File: config.mk
export PLATFORM = sky130hd
export DESIGN_NAME = olpd_top
export DESIGN_NICKNAME = d
export VERILOG_FILES = /design/src/olpd_pkg.sv /design/src/olpd_chan_if.sv /design/src/olpd_chan.sv /design/src/olpd_top.sv
export VERILOG_INCLUDE_DIRS = /design/src
export SDC_FILE = /design/constraint.sdc
export NUM_CORES = 2
export LEC_CHECK = 0
export ABC_CLOCK_PERIOD_IN_PS = 6950
export BUFFER_PORTS_ARGS = -buffer_cell sky130_fd_sc_hd__buf_4
export CAP_MARGIN = 20
export CORE_MARGIN = 2
export CORE_UTILIZATION = 40
export CTS_BUF_LIST = sky130_fd_sc_hd__clkbuf_8 sky130_fd_sc_hd__clkbuf_16
export CTS_CLUSTER_DIAMETER = 150
export DETAILED_ROUTE_END_ITERATION = 10
export GPL_ROUTABILITY_DRIVEN = 0
export MAX_ROUTING_LAYER = met4
export PLACE_DENSITY_LB_ADDON = 0.05
export SYNTH_ARGS = -nofsm -noshare
export SYNTH_HDL_FRONTEND = slang
export SYNTH_HIERARCHICAL = 1
export SYNTH_SLANG_ARGS = --single-unit
File: constraint.sdc
create_clock -name core_clk_i -period 6.95 [get_ports core_clk_i]
set_clock_uncertainty 0.05 [all_clocks]
set_input_delay 1.39 -clock core_clk_i [delete_from_list [all_inputs] [get_ports core_clk_i]]
set_output_delay 1.39 -clock core_clk_i [all_outputs]
set_load 0.02 [all_outputs]
File: src/olpd_defs.svh
// constants for the eight-channel low-side pwm driver: offsets, widths, times
// assumes a 40 MHz core clock and a word-indexed plain register port
`ifndef OLPD_DEFS_SVH
`define OLPD_DEFS_SVH

`define OLPD_CLK_NS 25
`define OLPD_TICK_NS 250
`define OLPD_UPDATE_NS 125000
`define OLPD_TICK_DIV (`OLPD_TICK_NS / `OLPD_CLK_NS)
`define OLPD_UPDATE_CYCLES (`OLPD_UPDATE_NS / `OLPD_CLK_NS)

`define OLPD_NUM_CH 8
`define OLPD_CNT_W 24
`define OLPD_PEAK_W 8
`define OLPD_PEAK_SHIFT 6
`define OLPD_PEAK_CNT_W 14
`define OLPD_FIRST_PEAK_CH 4

`define OLPD_ADDR_W 8
`define OLPD_DATA_W 32
`define OLPD_ADDR_PERIOD 8'h00
`define OLPD_ADDR_ONTIME 8'h08
`define OLPD_ADDR_ENABLE 8'h10
`define OLPD_ADDR_PEAK 8'h11
`define OLPD_ADDR_STATUS 8'h12
`define OLPD_ADDR_CLEAR 8'h13
`define OLPD_CH_SEL_W 3
`define OLPD_BANK_MASK 8'hf8
`define OLPD_CLR_OPEN_LSB 0
`define OLPD_CLR_SHORT_LSB 8
`define OLPD_TICK_CNT_W 8
`define OLPD_UPD_CNT_W 16

`define OLPD_RST_SETTING 24'h000000
`define OLPD_RST_ENABLE 8'h00
`define OLPD_RST_PEAK 8'h00

`endif

File: src/olpd_pkg.sv
// types shared by the pwm driver modules
// assumes olpd_defs.svh is on the include path
`include "olpd_defs.svh"
package olpd_pkg;
	typedef logic [`OLPD_CNT_W-1:0] olpd_ticks_t;
	typedef logic [`OLPD_NUM_CH-1:0] olpd_chvec_t;
	typedef logic [`OLPD_PEAK_CNT_W-1:0] olpd_peak_t;
endpackage

File: src/olpd_chan_if.sv
// carrier between the register side and one pwm channel
// assumes one instance per channel, driven by olpd_top
import olpd_pkg::*;
interface olpd_chan_if;
	logic tick;
	logic enable;
	olpd_ticks_t cycle_length;
	olpd_ticks_t on_time;
	olpd_peak_t peak_ticks;
	logic use_peak;
	logic open_det;
	logic short_det;
	logic clr_open;
	logic clr_short;
	logic switch_on;
	logic peak_on;
	logic gen_on;
	logic open_flag;
	logic short_flag;
	modport ctl(output tick, enable, cycle_length, on_time, peak_ticks,
		use_peak, open_det, short_det, clr_open, clr_short,
		input switch_on, peak_on, gen_on, open_flag, short_flag);
	modport chan(input tick, enable, cycle_length, on_time, peak_ticks,
		use_peak, open_det, short_det, clr_open, clr_short,
		output switch_on, peak_on, gen_on, open_flag, short_flag);
endinterface

File: src/olpd_chan.sv
// one pwm channel: counter, glitch-free command, fault flags, peak window
// assumes tick is a one-cycle pulse at 4 MHz and det inputs are synchronised
`include "olpd_defs.svh"
module olpd_chan
	import olpd_pkg::*;
(
	input wire logic core_clk_i,
	input wire logic reset_n_i,
	olpd_chan_if.chan ch
);
	olpd_ticks_t cnt_reg, cnt_next;
	logic expired_reg, expired_next;
	logic sw_reg, sw_next;
	logic peak_reg, peak_next;
	logic open_reg, open_next;
	logic short_reg, short_next;
	olpd_peak_t pk_reg, pk_next;
	logic wrap;
	logic cmd;

	always_comb begin
		// the counter runs only while enabled; disabled channels idle at zero
		wrap = ({1'b0, cnt_reg} + 25'h1) >= {1'b0, ch.cycle_length};
		cnt_next = cnt_reg;
		expired_next = expired_reg;
		if (!ch.enable) begin
			cnt_next = '0;
			expired_next = 1'b0;
		end else if (ch.tick) begin
			cnt_next = wrap ? '0 : cnt_reg + 24'h1;
			if (wrap)
				expired_next = 1'b0;
			else if (cnt_reg + 24'h1 >= ch.on_time)
				expired_next = 1'b1;
		end
		// closed from the cycle start until the on-time runs out
		if (!ch.enable || ch.on_time == '0)
			cmd = 1'b0;
		else if (ch.on_time >= ch.cycle_length)
			cmd = 1'b1;
		else
			cmd = !expired_reg && (cnt_reg < ch.on_time);

		// the open flag never feeds back into switching
		open_next = open_reg;
		if (ch.clr_open)
			open_next = 1'b0;
		if (!cmd && ch.open_det)
			open_next = 1'b1;

		short_next = short_reg;
		if (ch.clr_short && !cmd)
			short_next = 1'b0;
		if (cmd && ch.short_det)
			short_next = 1'b1;

		sw_next = cmd && !short_next;

		// peak window restarts on every closure, counted in 4 MHz ticks
		pk_next = pk_reg;
		if (sw_next && !sw_reg)
			pk_next = ch.peak_ticks;
		else if (!sw_next)
			pk_next = '0;
		else if (ch.tick && pk_reg != '0)
			pk_next = pk_reg - 14'h1;
		// hold through the cycle of the last tick: the window opens between
		// two ticks, so stopping at pk_next alone would lose one clock
		peak_next = ch.use_peak && sw_next
			&& (pk_reg != '0 || pk_next != '0);
	end

	always_ff @(posedge core_clk_i or negedge reset_n_i) begin
		if (!reset_n_i) begin
			cnt_reg <= '0;
			expired_reg <= 1'b0;
			sw_reg <= 1'b0;
			peak_reg <= 1'b0;
			open_reg <= 1'b0;
			short_reg <= 1'b0;
			pk_reg <= '0;
		end else begin
			cnt_reg <= cnt_next;
			expired_reg <= expired_next;
			sw_reg <= sw_next;
			peak_reg <= peak_next;
			open_reg <= open_next;
			short_reg <= short_next;
			pk_reg <= pk_next;
		end
	end

	assign ch.switch_on = sw_reg;
	assign ch.peak_on = peak_reg;
	assign ch.gen_on = cmd;
	assign ch.open_flag = open_reg;
	assign ch.short_flag = short_reg;
endmodule

File: src/olpd_top.sv
// eight-channel low-side pwm driver with register port and fault flags
// assumes det pins are asynchronous to core_clk_i; register port is local
//
// Added by the designer: the strobed register port and the address map.
`include "olpd_defs.svh"
module olpd_top
	import olpd_pkg::*;
#(
	parameter int UPDATE_CYCLES = `OLPD_UPDATE_CYCLES,
	parameter int TICK_DIV = `OLPD_TICK_DIV
)
(
	input wire logic core_clk_i,
	input wire logic reset_n_i,
	input wire logic [`OLPD_ADDR_W-1:0] addr_i,
	input wire logic [`OLPD_DATA_W-1:0] wdata_i,
	input wire logic wr_i,
	input wire logic rd_i,
	output logic [`OLPD_DATA_W-1:0] rdata_o,
	input wire logic [`OLPD_NUM_CH-1:0] open_det_i,
	input wire logic [`OLPD_NUM_CH-1:0] short_det_i,
	output logic [`OLPD_NUM_CH-1:0] switch_on_o,
	output logic [`OLPD_NUM_CH-1:0] peak_on_o
);
	olpd_ticks_t cyc_sh_reg [`OLPD_NUM_CH];
	olpd_ticks_t cyc_sh_next [`OLPD_NUM_CH];
	olpd_ticks_t on_sh_reg [`OLPD_NUM_CH];
	olpd_ticks_t on_sh_next [`OLPD_NUM_CH];
	olpd_ticks_t cyc_act_reg [`OLPD_NUM_CH];
	olpd_ticks_t cyc_act_next [`OLPD_NUM_CH];
	olpd_ticks_t on_act_reg [`OLPD_NUM_CH];
	olpd_ticks_t on_act_next [`OLPD_NUM_CH];
	olpd_chvec_t en_sh_reg, en_sh_next, en_act_reg, en_act_next;
	logic [`OLPD_PEAK_W-1:0] pk_sh_reg, pk_sh_next, pk_act_reg, pk_act_next;
	olpd_chvec_t clr_open_reg, clr_open_next, clr_short_reg, clr_short_next;
	logic [`OLPD_DATA_W-1:0] rdata_reg, rdata_next;
	localparam int TICK_W = `OLPD_TICK_CNT_W;
	localparam int UPD_W = `OLPD_UPD_CNT_W;
	localparam int DATA_W = `OLPD_DATA_W;
	localparam int NCH = `OLPD_NUM_CH;
	localparam int CLR_OP = `OLPD_CLR_OPEN_LSB;
	localparam int CLR_SH = `OLPD_CLR_SHORT_LSB;
	localparam logic [TICK_W-1:0] TICK_LAST = TICK_W'(TICK_DIV - 1);
	localparam logic [UPD_W-1:0] UPD_LAST = UPD_W'(UPDATE_CYCLES - 1);
	logic [UPD_W-1:0] upd_cnt_reg, upd_cnt_next;
	logic [TICK_W-1:0] tick_cnt_reg, tick_cnt_next;
	logic tick_reg, tick_next;
	olpd_chvec_t open_s1_reg, open_s2_reg, short_s1_reg, short_s2_reg;
	olpd_chvec_t sw_vec, pk_vec, gen_vec, open_vec, short_vec;
	logic upd;
	logic [`OLPD_CH_SEL_W-1:0] sel;

	// two-stage synchronisers; only the second stage feeds the channels
	always_ff @(posedge core_clk_i or negedge reset_n_i) begin
		if (!reset_n_i) begin
			open_s1_reg <= '0;
			open_s2_reg <= '0;
			short_s1_reg <= '0;
			short_s2_reg <= '0;
		end else begin
			open_s1_reg <= open_det_i;
			open_s2_reg <= open_s1_reg;
			short_s1_reg <= short_det_i;
			short_s2_reg <= short_s1_reg;
		end
	end

	// 4 MHz step derived from the core clock, one pulse per step
	always_comb begin
		tick_next = tick_cnt_reg == TICK_LAST;
		tick_cnt_next = tick_next ? '0 : tick_cnt_reg + TICK_W'(1);
	end

	always_ff @(posedge core_clk_i or negedge reset_n_i) begin
		if (!reset_n_i) begin
			tick_cnt_reg <= '0;
			tick_reg <= 1'b0;
		end else begin
			tick_cnt_reg <= tick_cnt_next;
			tick_reg <= tick_next;
		end
	end

	// frame timer standing in for the periodic serial update
	always_comb begin
		upd = upd_cnt_reg == UPD_LAST;
		upd_cnt_next = upd ? '0 : upd_cnt_reg + UPD_W'(1);
	end

	always_ff @(posedge core_clk_i or negedge reset_n_i) begin
		if (!reset_n_i)
			upd_cnt_reg <= '0;
		else
			upd_cnt_reg <= upd_cnt_next;
	end

	// write side: shadow settings and one-cycle clear pulses
	always_comb begin
		sel = addr_i[`OLPD_CH_SEL_W-1:0];
		cyc_sh_next = cyc_sh_reg;
		on_sh_next = on_sh_reg;
		en_sh_next = en_sh_reg;
		pk_sh_next = pk_sh_reg;
		clr_open_next = '0;
		clr_short_next = '0;
		if (wr_i) begin
			if ((addr_i & `OLPD_BANK_MASK) == `OLPD_ADDR_PERIOD)
				cyc_sh_next[sel] = wdata_i[`OLPD_CNT_W-1:0];
			if ((addr_i & `OLPD_BANK_MASK) == `OLPD_ADDR_ONTIME)
				on_sh_next[sel] = wdata_i[`OLPD_CNT_W-1:0];
			if (addr_i == `OLPD_ADDR_ENABLE)
				en_sh_next = wdata_i[`OLPD_NUM_CH-1:0];
			if (addr_i == `OLPD_ADDR_PEAK)
				pk_sh_next = wdata_i[`OLPD_PEAK_W-1:0];
			if (addr_i == `OLPD_ADDR_CLEAR) begin
				clr_open_next = wdata_i[CLR_OP +: NCH];
				clr_short_next = wdata_i[CLR_SH +: NCH];
			end
		end
	end

	always_ff @(posedge core_clk_i or negedge reset_n_i) begin
		if (!reset_n_i) begin
			for (int i = 0; i < `OLPD_NUM_CH; i++) begin
				cyc_sh_reg[i] <= `OLPD_RST_SETTING;
				on_sh_reg[i] <= `OLPD_RST_SETTING;
			end
			en_sh_reg <= `OLPD_RST_ENABLE;
			pk_sh_reg <= `OLPD_RST_PEAK;
			clr_open_reg <= '0;
			clr_short_reg <= '0;
		end else begin
			cyc_sh_reg <= cyc_sh_next;
			on_sh_reg <= on_sh_next;
			en_sh_reg <= en_sh_next;
			pk_sh_reg <= pk_sh_next;
			clr_open_reg <= clr_open_next;
			clr_short_reg <= clr_short_next;
		end
	end

	// settings take effect only on the periodic update, as if received
	// over the serial frame; a write between updates waits for the next
	always_comb begin
		cyc_act_next = cyc_act_reg;
		on_act_next = on_act_reg;
		en_act_next = en_act_reg;
		pk_act_next = pk_act_reg;
		if (upd) begin
			cyc_act_next = cyc_sh_reg;
			on_act_next = on_sh_reg;
			en_act_next = en_sh_reg;
			pk_act_next = pk_sh_reg;
		end
	end

	always_ff @(posedge core_clk_i or negedge reset_n_i) begin
		if (!reset_n_i) begin
			for (int i = 0; i < `OLPD_NUM_CH; i++) begin
				cyc_act_reg[i] <= `OLPD_RST_SETTING;
				on_act_reg[i] <= `OLPD_RST_SETTING;
			end
			en_act_reg <= `OLPD_RST_ENABLE;
			pk_act_reg <= `OLPD_RST_PEAK;
		end else begin
			cyc_act_reg <= cyc_act_next;
			on_act_reg <= on_act_next;
			en_act_reg <= en_act_next;
			pk_act_reg <= pk_act_next;
		end
	end

	// read side: data stands only in the cycle after the strobe, else zero
	always_comb begin
		rdata_next = '0;
		if (rd_i) begin
			if ((addr_i & `OLPD_BANK_MASK) == `OLPD_ADDR_PERIOD)
				rdata_next = DATA_W'(cyc_sh_reg[sel]);
			else if ((addr_i & `OLPD_BANK_MASK) == `OLPD_ADDR_ONTIME)
				rdata_next = DATA_W'(on_sh_reg[sel]);
			else if (addr_i == `OLPD_ADDR_ENABLE)
				rdata_next = DATA_W'(en_sh_reg);
			else if (addr_i == `OLPD_ADDR_PEAK)
				rdata_next = DATA_W'(pk_sh_reg);
			else if (addr_i == `OLPD_ADDR_STATUS)
				rdata_next = {gen_vec, sw_vec, short_vec, open_vec};
		end
	end

	always_ff @(posedge core_clk_i or negedge reset_n_i) begin
		if (!reset_n_i)
			rdata_reg <= '0;
		else
			rdata_reg <= rdata_next;
	end

	// one more stage so every switch pin comes straight from a flop
	always_ff @(posedge core_clk_i or negedge reset_n_i) begin
		if (!reset_n_i) begin
			switch_on_o <= '0;
			peak_on_o <= '0;
		end else begin
			switch_on_o <= sw_vec;
			peak_on_o <= pk_vec;
		end
	end

	assign rdata_o = rdata_reg;

	// one generator per channel, each fed its own length, on-time and enable; channels five to eight share the peak setting
	for (genvar g = 0; g < `OLPD_NUM_CH; g++) begin : g_ch
		olpd_chan_if ch_if();
		assign ch_if.tick = tick_reg;
		assign ch_if.enable = en_act_reg[g];
		assign ch_if.cycle_length = cyc_act_reg[g];
		assign ch_if.on_time = on_act_reg[g];
		assign ch_if.peak_ticks = {pk_act_reg, {`OLPD_PEAK_SHIFT{1'b0}}};
		assign ch_if.use_peak = (g >= `OLPD_FIRST_PEAK_CH);
		assign ch_if.open_det = open_s2_reg[g];
		assign ch_if.short_det = short_s2_reg[g];
		assign ch_if.clr_open = clr_open_reg[g];
		assign ch_if.clr_short = clr_short_reg[g];
		assign sw_vec[g] = ch_if.switch_on;
		assign pk_vec[g] = ch_if.peak_on;
		assign gen_vec[g] = ch_if.gen_on;
		assign open_vec[g] = ch_if.open_flag;
		assign short_vec[g] = ch_if.short_flag;
		olpd_chan u_chan (
			.core_clk_i(core_clk_i),
			.reset_n_i(reset_n_i),
			.ch(ch_if.chan)
		);
	end
endmodule

==> flow_results.xml <==
<?xml version="1.0" encoding="UTF-8"?>
<metrics>
  <group name="critical_path">
    <metric name="r2r-start" unit="">g_ch[2].u_chan/cnt_reg[2]</metric>
    <metric name="required" unit="ns">7.64</metric>
    <metric name="r2r.worst_path.cells" unit="">14</metric>
    <metric name="critical_path_class" unit="">reg -&gt; reg</metric>
    <metric name="end_of_the_worst_register_to_register_path" unit="">g_ch[2].u_chan/cnt_reg[0]</metric>
    <metric name="worst-path-max-fanout" unit="">13</metric>
    <metric name="timing.critical_path.arrival" unit="ns">5.62</metric>
    <metric name="worst_setup_path_end_kind" unit="">register</metric>
    <metric name="critPathLaunchType" unit="">register</metric>
    <metric name="setup.reg_to_reg.worst_slack" unit="ns">2.03</metric>
  </group>
  <group name="sta">
    <metric name="rsz_0062_raised_after_global_routing" unit="">no</metric>
    <metric name="final-hold-violation-count" unit="">0</metric>
    <metric name="maxSlewHeadroom" unit="%">23.2</metric>
    <metric name="fin_crit" unit="ns">4.92</metric>
    <metric name="totalNegativeSetupSlack" unit="ns">0</metric>
    <metric name="worst_slack_setup_final" unit="ns">2.03</metric>
    <metric name="worst_slew_pin_slew" unit="ns">1.15</metric>
    <metric name="max_clock_freq" unit="GHz">0.203</metric>
    <metric name="timing.final.setup_violations" unit="">0</metric>
    <metric name="final_min_period_over_clock_period" unit="%">70.8</metric>
    <metric name="maxSlewViolCount" unit="">0</metric>
  </group>
  <group name="synth">
    <metric name="synth-seq-cells" unit="">1265</metric>
    <metric name="yosysWarningCount" unit="">6</metric>
    <metric name="synth_top_cell_by_area" unit="">sky130_fd_sc_hd__dfrtp_1</metric>
    <metric name="synthesis.area" unit="um2">76000</metric>
    <metric name="synth_ff_type" unit="">sky130_fd_sc_hd__dfrtp_1</metric>
    <metric name="post_synth_inst_count" unit="">7162</metric>
    <metric name="syn-mean-instance-area" unit="um2">10.6</metric>
    <metric name="ys_top_cells_by_area" unit="">sky130_fd_sc_hd__dfrtp_1 (42%), sky130_fd_sc_hd__ha_1 (13%), sky130_fd_sc_hd__mux2_2 (13%), sky130_fd_sc_hd__inv_1 (2.5%), sky130_fd_sc_hd__nand2_1 (2.4%)</metric>
    <metric name="synthArstFlopShare" unit="%">100</metric>
    <metric name="synth_top_area_share" unit="%">41.6</metric>
    <metric name="synth_sequential_area_ratio" unit="%">41.6</metric>
    <metric name="synth_cell_types" unit="">96</metric>
    <metric name="number_of_enable_type_register_cells_in_the_synthesized_netlist" unit="">0</metric>
  </group>
  <group name="route">
    <metric name="number_of_iterations_in_the_first_detailed_routing_pass" unit="">6</metric>
    <metric name="drc" unit="">0</metric>
    <metric name="post_drt_via_cell_ratio" unit="">5.72</metric>
    <metric name="antenna_left" unit="">0</metric>
    <metric name="final_routed_wirelength_across_all_metal_layers" unit="mm">260</metric>
    <metric name="routed_wirelength_normalized_by_instance_count" unit="um">26.3</metric>
    <metric name="drt_first_iter_violations" unit="">3927</metric>
    <metric name="detailroute.via_count" unit="">56644</metric>
  </group>
  <group name="die">
    <metric name="core-area" unit="um2">190000</metric>
    <metric name="die_w" unit="um">440</metric>
    <metric name="placementRows" unit="">160</metric>
    <metric name="dieArea" unit="um2">194000</metric>
    <metric name="initial_core_util" unit="%">40.1</metric>
    <metric name="chipHeight" unit="um">440</metric>
    <metric name="design.portCount" unit="">108</metric>
  </group>
  <group name="cts">
    <metric name="clkSinkCount" unit="">1265</metric>
    <metric name="post_cts_resized" unit="">0</metric>
    <metric name="cts.reportedPaths.clkPinSlew" unit="ns">0.06</metric>
    <metric name="cts_tree" unit="">done</metric>
    <metric name="cts_hold_repair.buffers" unit="">0</metric>
    <metric name="clock_insertion_delay_at_the_later_pin_of_the_skew_report" unit="ns">0.83</metric>
    <metric name="post_cts_buffers" unit="">0</metric>
    <metric name="cts_root_buf" unit="">sky130_fd_sc_hd__clkbuf_16</metric>
    <metric name="clock_tree.buffer_depth" unit="">3</metric>
    <metric name="h-tree-depth" unit="">4</metric>
    <metric name="numCtsBuffers" unit="">153</metric>
  </group>
  <group name="final_layout">
    <metric name="ratio_of_cells_with_drive_above_1_in_the_final_layout" unit="%">18.9</metric>
    <metric name="layout-area-overhead-vs-synth" unit="%">11.5</metric>
    <metric name="fill_cells" unit="">17896</metric>
    <metric name="layout.cells.most_common" unit="">sky130_fd_sc_hd__dfrtp_1</metric>
    <metric name="final_cell_mix" unit="">sky130_fd_sc_hd__dfrtp_1 (1264), sky130_fd_sc_hd__mux2_2 (862), sky130_fd_sc_hd__ha_1 (787), sky130_fd_sc_hd__inv_1 (536), sky130_fd_sc_hd__nand2_1 (496)</metric>
    <metric name="final_net_count" unit="">8104</metric>
  </group>
  <group name="grt">
    <metric name="grtUsageTotal" unit="%">27.7</metric>
    <metric name="grt_pass1_wl" unit="mm">387</metric>
    <metric name="number_of_antenna_violations_at_the_first_check_in_global_routing" unit="">25</metric>
    <metric name="first_global_vias" unit="">56208</metric>
    <metric name="pin_count_of_the_biggest_net_entering_global_routing" unit="">163</metric>
    <metric name="gr-total-overflow" unit="">0</metric>
  </group>
  <group name="placement">
    <metric name="hpwl" unit="mm">195</metric>
    <metric name="io_buffer_count" unit="">99</metric>
    <metric name="dpl_worst_slack" unit="ns">2.02</metric>
  </group>
  <group name="pwr">
    <metric name="power.leakage" unit="nW">40.9</metric>
    <metric name="p_per_area" unit="nW/um2">196</metric>
    <metric name="vdd.ir_drop.worst" unit="V">0.000186</metric>
  </group>
  <group name="hold_path">
    <metric name="min_delay_endpoint" unit="">open_s2_reg[7]</metric>
    <metric name="hold_path.class" unit="">reg -&gt; reg</metric>
    <metric name="holdCritStartpoint" unit="">open_s1_reg[7]</metric>
    <metric name="cells_on_worst_hold_path" unit="">0</metric>
  </group>
  <group name="run">
    <metric name="max-cap-violations" unit="">0</metric>
  </group>
  <group name="run_status">
    <metric name="run_status" unit="">complete, no violations</metric>
  </group>
</metrics>
[metrics by stage]
step                      instance area (um2)  hold slack (ns)  utilization [%]  cells  total power [mW]
after detailed placement                79600            0.285             42.0   9612              8.47
after global routing                    84700            0.299             44.7   9899              17.2
final                                   84800            0.293             44.7   9907              16.6
after CTS                               84700            0.295             44.7   9882              16.8
after floorplan                         76300            0.281                -   7228              7.97
after global placement                  79600            0.282             42.0   9612              8.46
[logic make-up (layout without fill, tap and decap cells)]
family                     Yosys count  count (layout)  share of synthesized area, %
adders and majority gates          787             787                          13.0
other                                2              92                       0.00988
AOI/OAI and AO/OA                 1326            1326                          11.7
DFF                               1265            1265                          41.6
xor gates and xnor gates           206             206                          2.37
and+or+nand+nor                   1812            1812                          12.5
muxes                              957             957                          14.5
buffers and inverters              807             951                          4.28
[critical path: stages, from the launching register on]
cell and delay, ns:
sky130_fd_sc_hd__dfrtp_1 0.48, sky130_fd_sc_hd__and3_1 0.24, sky130_fd_sc_hd__nand3_1 0.24, sky130_fd_sc_hd__or3_1 0.54, sky130_fd_sc_hd__nor2_1 0.38, sky130_fd_sc_hd__and2_1 0.26
sky130_fd_sc_hd__xor2_1 0.25, sky130_fd_sc_hd__ha_1 0.29, sky130_fd_sc_hd__nand4_1 0.16, sky130_fd_sc_hd__nor4_1 0.11, sky130_fd_sc_hd__and2_0 0.14, sky130_fd_sc_hd__a31oi_1 0.22
sky130_fd_sc_hd__nand4_1 0.50, sky130_fd_sc_hd__nor2_1 0.73, sky130_fd_sc_hd__mux2_2 0.27
[power by group]
group	switching, mW	total [mW]	internal, mW
clock	3.47	8.27	4.80
combinational	0.455	0.665	0.210
sequential	0.194	7.68	7.49
total	4.12	16.6	12.5
[how the worst max path moves through the flow]
stage | start | end | slack (ns) | depth (start not counted)
5_1_grt | g_ch[2].u_chan/cnt_reg[2] | g_ch[2].u_chan/cnt_reg[0] | 1.65 | 14
3_3_place_gp | g_ch[2].u_chan/cnt_reg[2] | g_ch[2].u_chan/cnt_reg[0] | 2.01 | 14
3_5_place_dp | g_ch[2].u_chan/cnt_reg[2] | g_ch[2].u_chan/cnt_reg[0] | 2.02 | 14
2_1_floorplan | g_ch[2].u_chan/cnt_reg[2] | g_ch[2].u_chan/cnt_reg[19] | 3.22 | 17
4_1_cts | g_ch[2].u_chan/cnt_reg[2] | g_ch[2].u_chan/cnt_reg[0] | 2.00 | 14
6_report | g_ch[2].u_chan/cnt_reg[2] | g_ch[2].u_chan/cnt_reg[0] | 2.03 | 14
[layout make-up]
type	instances	area [um2]	area share [%]
tap	2511	3140	3.71
multi-input combinational	5156	41400	48.8
antenna	24	60.1	0.0709
inverter	511	1920	2.26
timing repair buffer	170	1460	1.72
clock buffer	179	4200	4.95
clock inverter	91	928	1.10
sequential	1265	31700	37.4
[per-layer routing]
metal,track usage (%),vias to the layer above,routed length (um)
met4,10.6,0,10900
met1,37.4,28602,120000
met5,-,-,0
li1,-,26485,-
met2,42.1,1203,118000
met3,3.89,354,11900
[cell usage after synthesis (21+ instances only)]
| master | count |
|---|---|
| sky130_fd_sc_hd__or4_1 | 61 |
| sky130_fd_sc_hd__a311oi_1 | 21 |
| sky130_fd_sc_hd__nor2_1 | 328 |
| sky130_fd_sc_hd__nand2_1 | 496 |
| sky130_fd_sc_hd__o21ai_0 | 275 |
| sky130_fd_sc_hd__o31ai_1 | 54 |
| sky130_fd_sc_hd__nand3_1 | 135 |
| sky130_fd_sc_hd__a21o_1 | 116 |
| sky130_fd_sc_hd__a211oi_1 | 91 |
| sky130_fd_sc_hd__clkbuf_1 | 184 |
| sky130_fd_sc_hd__o211ai_1 | 45 |
| sky130_fd_sc_hd__buf_1 | 21 |
| sky130_fd_sc_hd__xnor2_1 | 138 |
| sky130_fd_sc_hd__mux4_2 | 28 |
| sky130_fd_sc_hd__mux2i_1 | 63 |
| sky130_fd_sc_hd__a31oi_1 | 45 |
| sky130_fd_sc_hd__dfrtp_1 | 1265 |
| sky130_fd_sc_hd__nor4_1 | 102 |
| sky130_fd_sc_hd__mux2_2 | 862 |
| sky130_fd_sc_hd__or3_1 | 54 |
| sky130_fd_sc_hd__and2_1 | 54 |
| sky130_fd_sc_hd__o21a_1 | 59 |
| sky130_fd_sc_hd__nor2b_1 | 76 |
| sky130_fd_sc_hd__and3_1 | 44 |
| sky130_fd_sc_hd__nand4_1 | 172 |
| sky130_fd_sc_hd__o221ai_1 | 45 |
| sky130_fd_sc_hd__a22o_1 | 56 |
| sky130_fd_sc_hd__nand2b_1 | 38 |
| sky130_fd_sc_hd__xor2_1 | 68 |
| sky130_fd_sc_hd__inv_1 | 505 |
| sky130_fd_sc_hd__o21ai_1 | 36 |
| sky130_fd_sc_hd__ha_1 | 787 |
| sky130_fd_sc_hd__buf_2 | 64 |
| sky130_fd_sc_hd__or2_2 | 24 |
| sky130_fd_sc_hd__a21oi_1 | 249 |
| sky130_fd_sc_hd__o22ai_1 | 38 |
| sky130_fd_sc_hd__nor3_1 | 97 |
(Power assumes the default switching activity.)
